## config.mk

```make
export PLATFORM = sky130hd
export DESIGN_NAME = mref_filter
export DESIGN_NICKNAME = d
export VERILOG_FILES = /design/src/shared/mref_pkg.sv /design/src/hdl/mref_edge_cell.sv /design/src/hdl/mref_filter.sv
export SDC_FILE = /design/constraint.sdc
export NUM_CORES = 1
export LEC_CHECK = 0
export BUFFER_PORTS_ARGS = -buffer_cell sky130_fd_sc_hd__buf_4
export CORE_MARGIN = 2
export CORE_UTILIZATION = 47
export CTS_CLUSTER_SIZE = 25
export DETAILED_ROUTE_END_ITERATION = 7
export PLACE_DENSITY_LB_ADDON = 0.2
export SLEW_MARGIN = 20
export SYNTH_ARGS = -nofsm -noshare
export SYNTH_HDL_FRONTEND = slang
export SYNTH_HIERARCHICAL = 1
export SYNTH_SLANG_ARGS = --single-unit
```

## constraint.sdc

```tcl
create_clock -name mclk_in -period 2.5 [get_ports mclk_in]
set_input_delay 0.125 -clock mclk_in [delete_from_list [all_inputs] [get_ports mclk_in]]
set_output_delay 0.125 -clock mclk_in [all_outputs]
set_load 0.02 [all_outputs]
```

## src/shared/mref_pkg.sv

```systemverilog
// Behaviour
// - A masked-in condition bit rising from 0 to 1 sets its event bit.
// - Mask bit one enables rise detection; zero leaves that event bit untouched.
// - Host writes the summed bit weights as one integer; device loads it as mask.
// - Each mask bit n weighs two to the n; bit 0 is 1, bit 14 is 16384.
// - Condition bit 0 rises when a reading exceeds the range limits.
// - Bit 1 below lower bound one, bit 3 below bound two, bit 4 above two.
// - Bit 2 flags a reading greater than the limit one setting.
// - Bit 5 rises once a reading has been taken and fully processed.
// - Bit 6 rises when a resistance reading falls below the lower range limit.
// - Bit 7 at two readings buffered, bit 8 at half full, bit 9 when full.
// - Bit 10 rises when an alternating-polarity sequence reading becomes available.
// - Bit 11 rises when the trace-buffer pretrigger event occurs.
// - Bit 12 rises when a noise spike is detected.
// - Bit 13 rises on fixture lid closing, bit 14 on source compliance.
// - Mask bit 9 set makes event bit 9 set when the buffer fills.
package mref_pkg;

  localparam int MREF_W = 16;
  localparam int MREF_USED = 15;
  localparam int MREF_READ_W = 24;
  localparam int MREF_BUF_W = 16;

  localparam int MREF_B_OVER = 0;
  localparam int MREF_B_LOW1 = 1;
  localparam int MREF_B_HIGH1 = 2;
  localparam int MREF_B_LOW2 = 3;
  localparam int MREF_B_HIGH2 = 4;
  localparam int MREF_B_RDY = 5;
  localparam int MREF_B_UNDER = 6;
  localparam int MREF_B_BUF2 = 7;
  localparam int MREF_B_HALF = 8;
  localparam int MREF_B_FULL = 9;
  localparam int MREF_B_SEQ = 10;
  localparam int MREF_B_PRE = 11;
  localparam int MREF_B_SPIKE = 12;
  localparam int MREF_B_LID = 13;
  localparam int MREF_B_COMPL = 14;

  // Decimal weight of each mask bit; bit 15 carries none.
  localparam logic [15:0] MREF_WEIGHT [MREF_W] = '{
    16'h0001, 16'h0002, 16'h0004, 16'h0008, 16'h0010, 16'h0020, 16'h0040, 16'h0080,
    16'h0100, 16'h0200, 16'h0400, 16'h0800, 16'h1000, 16'h2000, 16'h4000, 16'h0000
  };

  localparam logic [15:0] MREF_USED_BITS = 16'h7FFF;
  localparam logic [15:0] MREF_MASK_RST = 16'h7FFF;
  localparam logic [15:0] MREF_BUF_AVAIL_MIN = 16'h0002;

  typedef struct packed {
    logic valid;
    logic signed [MREF_READ_W-1:0] value;
  } mref_reading_t;

  typedef struct packed {
    logic signed [MREF_READ_W-1:0] lower_one;
    logic signed [MREF_READ_W-1:0] upper_one;
    logic signed [MREF_READ_W-1:0] lower_two;
    logic signed [MREF_READ_W-1:0] upper_two;
  } mref_limits_t;

  typedef struct packed {
    logic reading_over_range;
    logic new_reading_ready;
    logic reading_under_range;
    logic sequence_reading_ready;
    logic buffer_pretrigger_seen;
    logic noise_spike_flag;
    logic source_compliance_flag;
  } mref_flags_t;

  typedef struct packed {
    logic [MREF_BUF_W-1:0] count;
    logic [MREF_BUF_W-1:0] depth;
  } mref_buf_t;

endpackage

```

## src/hdl/mref_edge_cell.sv

```systemverilog
`timescale 1ns/1ps
`default_nettype none
module mref_edge_cell (
  input wire logic mclk_in,
  input wire logic nrst_in,
  input wire logic cond_in,
  input wire logic mask_in,
  input wire logic clr_in,
  output logic evt_out
);

  logic prev_ff;
  logic evt_ff;
  logic rise;

  assign rise = cond_in & ~prev_ff;
  assign evt_out = evt_ff;

  always_ff @(posedge mclk_in) begin
    if (!nrst_in) begin
      prev_ff <= 1'b0;
    end else begin
      prev_ff <= cond_in;
    end
  end

  // A rise in the cycle of a clear wins, so no event is lost to a read.
  always_ff @(posedge mclk_in) begin
    if (!nrst_in) begin
      evt_ff <= 1'b0;
    end else if (rise && mask_in) begin
      evt_ff <= 1'b1;
    end else if (clr_in) begin
      evt_ff <= 1'b0;
    end
  end

endmodule
`default_nettype wire

```

## src/hdl/mref_filter.sv

```systemverilog
`timescale 1ns/1ps
`default_nettype none
module mref_filter (
  input wire logic mclk_in,
  input wire logic nrst_in,
  input wire mref_pkg::mref_reading_t reading_in,
  input wire mref_pkg::mref_limits_t limits_in,
  input wire mref_pkg::mref_flags_t flags_in,
  input wire mref_pkg::mref_buf_t buf_in,
  input wire logic lid_shut_pin_in,
  input wire logic mask_wr_in,
  input wire logic [15:0] mask_wdata_in,
  input wire logic mask_rd_in,
  input wire logic event_rd_in,
  output logic [15:0] mask_rdata_out,
  output logic mask_rvalid_out,
  output logic [15:0] event_rdata_out,
  output logic event_rvalid_out,
  output logic [15:0] cond_out,
  output logic [15:0] event_out
);
  import mref_pkg::*;

  logic [15:0] mask_ff;
  logic [15:0] nxt_mask;
  logic [15:0] cond_ff;
  logic [15:0] nxt_cond;
  logic [15:0] event_vec;
  logic [3:0] limit_ff;
  logic lid_meta_ff;
  logic lid_sync_ff;
  logic [15:0] mask_rdata_ff;
  logic mask_rvalid_ff;
  logic [15:0] event_rdata_ff;
  logic event_rvalid_ff;
  logic buf_nonzero;
  logic [15:0] buf_half;

  // The lid switch is a raw pin, so it is brought onto the clock first.
  always_ff @(posedge mclk_in) begin
    if (!nrst_in) begin
      lid_meta_ff <= 1'b0;
      lid_sync_ff <= 1'b0;
    end else begin
      lid_meta_ff <= lid_shut_pin_in;
      lid_sync_ff <= lid_meta_ff;
    end
  end

  // Limit results are held from one reading to the next, since the limit
  // state is a level that only a new reading may change.
  always_ff @(posedge mclk_in) begin
    if (!nrst_in) begin
      limit_ff <= 4'h0;
    end else if (reading_in.valid) begin
      limit_ff[0] <= reading_in.value < limits_in.lower_one;
      limit_ff[1] <= reading_in.value > limits_in.upper_one;
      limit_ff[2] <= reading_in.value < limits_in.lower_two;
      limit_ff[3] <= reading_in.value > limits_in.upper_two;
    end
  end

  assign buf_nonzero = buf_in.depth != 16'h0000;
  assign buf_half = buf_in.depth >> 1;

  always_comb begin
    nxt_cond = 16'h0000;
    nxt_cond[MREF_B_OVER] = flags_in.reading_over_range;
    nxt_cond[MREF_B_LOW1] = limit_ff[0];
    nxt_cond[MREF_B_HIGH1] = limit_ff[1];
    nxt_cond[MREF_B_LOW2] = limit_ff[2];
    nxt_cond[MREF_B_HIGH2] = limit_ff[3];
    nxt_cond[MREF_B_RDY] = flags_in.new_reading_ready;
    nxt_cond[MREF_B_UNDER] = flags_in.reading_under_range;
    nxt_cond[MREF_B_BUF2] = buf_in.count >= MREF_BUF_AVAIL_MIN;
    nxt_cond[MREF_B_HALF] = buf_nonzero && (buf_in.count >= buf_half);
    nxt_cond[MREF_B_FULL] = buf_nonzero && (buf_in.count >= buf_in.depth);
    nxt_cond[MREF_B_SEQ] = flags_in.sequence_reading_ready;
    nxt_cond[MREF_B_PRE] = flags_in.buffer_pretrigger_seen;
    nxt_cond[MREF_B_SPIKE] = flags_in.noise_spike_flag;
    nxt_cond[MREF_B_LID] = lid_sync_ff;
    nxt_cond[MREF_B_COMPL] = flags_in.source_compliance_flag;
  end

  always_ff @(posedge mclk_in) begin
    if (!nrst_in) begin
      cond_ff <= 16'h0000;
    end else begin
      cond_ff <= nxt_cond;
    end
  end

  // The written integer is the sum of the weights, so each weight that is
  // present in it switches its bit on; bit 15 has no weight and stays zero.
  always_comb begin
    nxt_mask = 16'h0000;
    for (int i = 0; i < MREF_W; i++) begin
      nxt_mask[i] = (mask_wdata_in & MREF_WEIGHT[i]) != 16'h0000;
    end
  end

  always_ff @(posedge mclk_in) begin
    if (!nrst_in) begin
      mask_ff <= MREF_MASK_RST;
    end else if (mask_wr_in) begin
      mask_ff <= nxt_mask;
    end
  end

  // A query in the cycle of a write returns the value before the write.
  always_ff @(posedge mclk_in) begin
    if (!nrst_in) begin
      mask_rdata_ff <= 16'h0000;
      mask_rvalid_ff <= 1'b0;
    end else begin
      mask_rvalid_ff <= mask_rd_in;
      if (mask_rd_in) begin
        mask_rdata_ff <= mask_ff & MREF_USED_BITS;
      end
    end
  end

  // Reading the event register clears it, as a status summary should.
  always_ff @(posedge mclk_in) begin
    if (!nrst_in) begin
      event_rdata_ff <= 16'h0000;
      event_rvalid_ff <= 1'b0;
    end else begin
      event_rvalid_ff <= event_rd_in;
      if (event_rd_in) begin
        event_rdata_ff <= event_vec;
      end
    end
  end

  for (genvar g = 0; g < MREF_USED; g++) begin : g_cell
    mref_edge_cell u_cell (
      .mclk_in(mclk_in),
      .nrst_in(nrst_in),
      .cond_in(cond_ff[g]),
      .mask_in(mask_ff[g]),
      .clr_in(event_rd_in),
      .evt_out(event_vec[g])
    );
  end
  assign event_vec[15] = 1'b0;

  assign mask_rdata_out = mask_rdata_ff;
  assign mask_rvalid_out = mask_rvalid_ff;
  assign event_rdata_out = event_rdata_ff;
  assign event_rvalid_out = event_rvalid_ff;
  assign cond_out = cond_ff;
  assign event_out = event_vec;

  // Helper state used only by the checks below.
  logic [15:0] cond_q_ff;
  logic [15:0] rise_vec;

  always_ff @(posedge mclk_in) begin
    if (!nrst_in) begin
      cond_q_ff <= 16'h0000;
    end else begin
      cond_q_ff <= cond_ff;
    end
  end

  assign rise_vec = cond_ff & ~cond_q_ff;
endmodule
`default_nettype wire

```

==> flow_summary.json <==
{
  "rsz0062_at_grt": "no",
  "area_delta_synth_final_pct": 37.42,
  "worstPathArrival_ns": 2.14,
  "transition_time_of_the_tightest_slew_check_pin_ns": 0.5448,
  "synth_top_flop_cell": "sky130_fd_sc_hd__dfxtp_1",
  "worst_clock_skew_ns": 0.005429,
  "place_hpwl_mm": 13.22,
  "via_count_of_the_first_global_routing_pass": 5757,
  "post-synth-top-area-cell": "sky130_fd_sc_hd__dfxtp_1",
  "drcViolationCount": 0,
  "yosysTopAreaCellShare": 0.3065,
  "num_vias": 5909,
  "design.core.area_um2": 13300,
  "post-route-period-util": 0.7695,
  "outcome": "complete, no violations",
  "final-setup-viol-count": 0,
  "final-hold-violation-count": 0,
  "detail_route.vias_per_cell": 5.098,
  "path_class": "in2reg",
  "overflow": 0,
  "synthCells": 728,
  "clk_path_buf_depth": 2,
  "hold_path.startpoint": "mask_wdata_in[5]",
  "clkTransAtPathRegs_ns": 0.07,
  "worstPathRequired_ns": 2.71,
  "max_freq_ghz": 0.5198,
  "timing.final.crit_period_ns": 1.924,
  "wl_mm": 16.19,
  "fin_tns_setup_ns": 0,
  "yosysSeqAreaShare": 0.3065,
  "cap_viol_max_count": 0,
  "synth.most_common_cell": "sky130_fd_sc_hd__ha_1",
  "number_of_slew_limit_violations_in_the_final_report": 0,
  "holdCritPathClass": "in2reg",
  "max_stage_delay_ns": 0.44,
  "hold-path-cell-count": 3,
  "cts_hold_buffers": 11,
  "synth.area.top_cells": "sky130_fd_sc_hd__dfxtp_1 (31%), sky130_fd_sc_hd__ha_1 (24%), sky130_fd_sc_hd__mux2i_1 (7.0%)",
  "grt_first_pass_wirelength_mm": 26.36,
  "worst-path-buf-inv": 1,
  "asyncSetResetFlopFracSynth": 0,
  "peakVddDrop_uv": 362.8,
  "tritoncts.num_buffers": 9,
  "hold-path-endpoint": "mask_ff[5]$_SDFFE_PN1P_",
  "cts_root_buffer": "sky130_fd_sc_hd__clkbuf_16",
  "worst-path-stages": 8,
  "cpLargestDelayFamily": "compound AO/OA/AOI/OAI gates",
  "synthesis.area_um2": 6400,
  "postSynthRegisterBits": 98,
  "final_layout_size_suffix_gt1_frac": 0.2665,
  "setup_slack_of_the_worst_register_to_register_path_ns": 1.82,
  "design.portCount": 248,
  "clock_insertion_delay_worst_skew_ns": 0.34,
  "place.detailed.instances": 1132,
  "drt-initial-drc-count": 257,
  "detailedRoute.firstPassIterationCount": 6,
  "reg2reg_depth": 2,
  "place.gp.congestion": 0.8340,
  "unique_cell_type_count_in_the_yosys_netlist": 42,
  "h-tree-depth": 3,
  "start_util": 0.4814,
  "power_per_standard_cell_area_nw_per_um2": 471.2,
  "synth.avg_cell_area_um2": 8.791,
  "maximum_number_of_pins_on_one_net_before_global_route_repair": 59,
  "antenna_left": 0,
  "r2r-start": "mask_ff[2]$_SDFFE_PN1P_",
  "post_layout_nonfiller_instances": 1159,
  "synth_enable_flop_cells": 0,
  "antennaDiodeCount": 0,
  "antenna_violations_before_repair": 0,
  "cp-start-kind": "input pin",
  "crit_end_element": "register",
  "crit_slowest_cell": "sky130_fd_sc_hd__or3b_1",
  "chipHeight_um": 120.7,
  "nets": 1285,
  "numPortBuffers": 242,
  "crit_path_cell_trace": "buf_4 > ha_1 > a21o_1 > a221o_1 > a222oi_1 > or3b_1 > o21ai_0 > o311ai_1",
  "synth.yosys.warnings": 6,
  "placement_rows": 42,
  "critical_path.reg2reg.endpoint": "mask_ff[2]$_SDFFE_PN1P_",
  "clkSinkCount": 98,
  "lkg_pwr_nw": 4.775,
  "cts_tree": "built",
  "fillerInstances": 1157,
  "ys_top_cells_by_count": "sky130_fd_sc_hd__ha_1 (125), sky130_fd_sc_hd__inv_1 (110), sky130_fd_sc_hd__dfxtp_1 (98), sky130_fd_sc_hd__nand2_1 (46), sky130_fd_sc_hd__mux2i_1 (45)",
  "chipWidth_um": 120.7,
  "slew_headroom": 0.6334,
  "postCtsResizedCells": 0,
  "cts.repair_timing.setup_buffer_count": 0,
  "crit_path_max_fanout": 4,
  "globalRouteTotalUtil": 0.2219,
  "avgRoutedWirePerCell_um": 13.97,
  "die_area_um2": 14570
}
worst max path at each step:
stage / start / endpoint / slack (ns)
finish: reading_in[9] / limit_ff[1]$_SDFFE_PN0P_ / 0.58
global route: reading_in[9] / limit_ff[1]$_SDFFE_PN0P_ / 0.54
CTS: reading_in[9] / limit_ff[1]$_SDFFE_PN0P_ / 0.61
detailed placement: reading_in[9] / limit_ff[1]$_SDFFE_PN0P_ / 0.27
global placement: reading_in[9] / limit_ff[1]$_SDFFE_PN0P_ / 0.27
floorplan: limits_in[57] / limit_ff[1]$_SDFFE_PN0P_ / 0.57
state kept, by name (all words and copies together), names as in the netlist:
| name | count |
|---|---|
| event_rvalid_out | 1 |
| mask_rvalid_out | 1 |
| lid_sync_ff | 1 |
| g_cell.u_cell/prev_ff | 15 |
| event_rdata_out | 15 |
| mask_rdata_out | 15 |
| cond_out | 15 |
| g_cell.u_cell/evt_out | 15 |
| mask_ff | 15 |
| lid_meta_ff | 1 |
| limit_ff | 4 |
layout by cell type, fill, tap and decap left out, drive strengths merged, types with 3 or more instances in the layout:
cell	n
buf	244
a31oi	5
a21o	18
clkbuf	9
nand3b	25
nand2	46
nor2b	3
and4	3
o21ai	16
nor3	3
dlygate4sd3	11
a211oi	3
mux2i	45
and3	3
dfxtp	98
o211ai	3
and2	33
nand2b	4
inv	113
conb	4
nor4	10
nor2	42
nand4b	15
ha	125
nand3	16
a21oi	40
nand4	16
per-layer routing:
metal,GRT usage,vias to the layer above,share of wire
li1,-,3038,-
met1,0.2681,2657,0.44
met2,0.3912,184,0.47
met3,0.05094,30,0.060
met4,0.06541,0,0.021
met5,0,-,0
final cells by class:
type                    instances  area [um2]  area share
clock buffers                   9       225.2     0.02561
clock inverters                 7       82.58    0.009390
inverters                     110       412.9     0.04695
multi-input cells             504        3950      0.4491
flip-flops and latches         98        1962      0.2231
well taps                     176       220.2     0.02504
repair buffers                255        1942      0.2208
cell families after synthesis:
kind of cell,synth area share
AND/OR/NAND/NOR,0.1930
buffers and inverters,0.07801
adder cells (fa/ha/maj),0.2444
AO/OA/AOI/OAI,0.1071
flip-flops,0.3065
multiplexers,0.07038
other,0.0005859
metrics by stage:
stage	hold slack (ns)	total power, mW	util	instance area (um2)	setup WS, ns
3_5_place_dp	0.3362	2.758	0.6301	8377	0.2651
5_1_grt	0.007062	4.381	0.6615	8795	0.5424
6_report	0.008561	4.144	0.6615	8795	0.5762
2_1_floorplan	0.2523	2.278	-	6411	0.5670
3_3_place_gp	0.3338	2.735	0.6301	8377	0.2702
4_1_cts	0.0008799	4.179	0.6615	8795	0.6120
where the power goes:
group	internal [mW]	total, mW	leakage, nW	switching [mW]
Combinational	0.531	1.03	3.82	0.499
Sequential	1.65	1.71	0.807	0.0543
Clock	0.792	1.41	0.145	0.617
Total	2.97	4.14	4.78	1.17
worst register-to-register path, cell delays in order (launching register included):
cell	delay (ns)
sky130_fd_sc_hd__dfxtp_1	0.34
sky130_fd_sc_hd__mux2i_1	0.15
sky130_fd_sc_hd__nand2_1	0.07
Power figures use the tool's default switching activity.
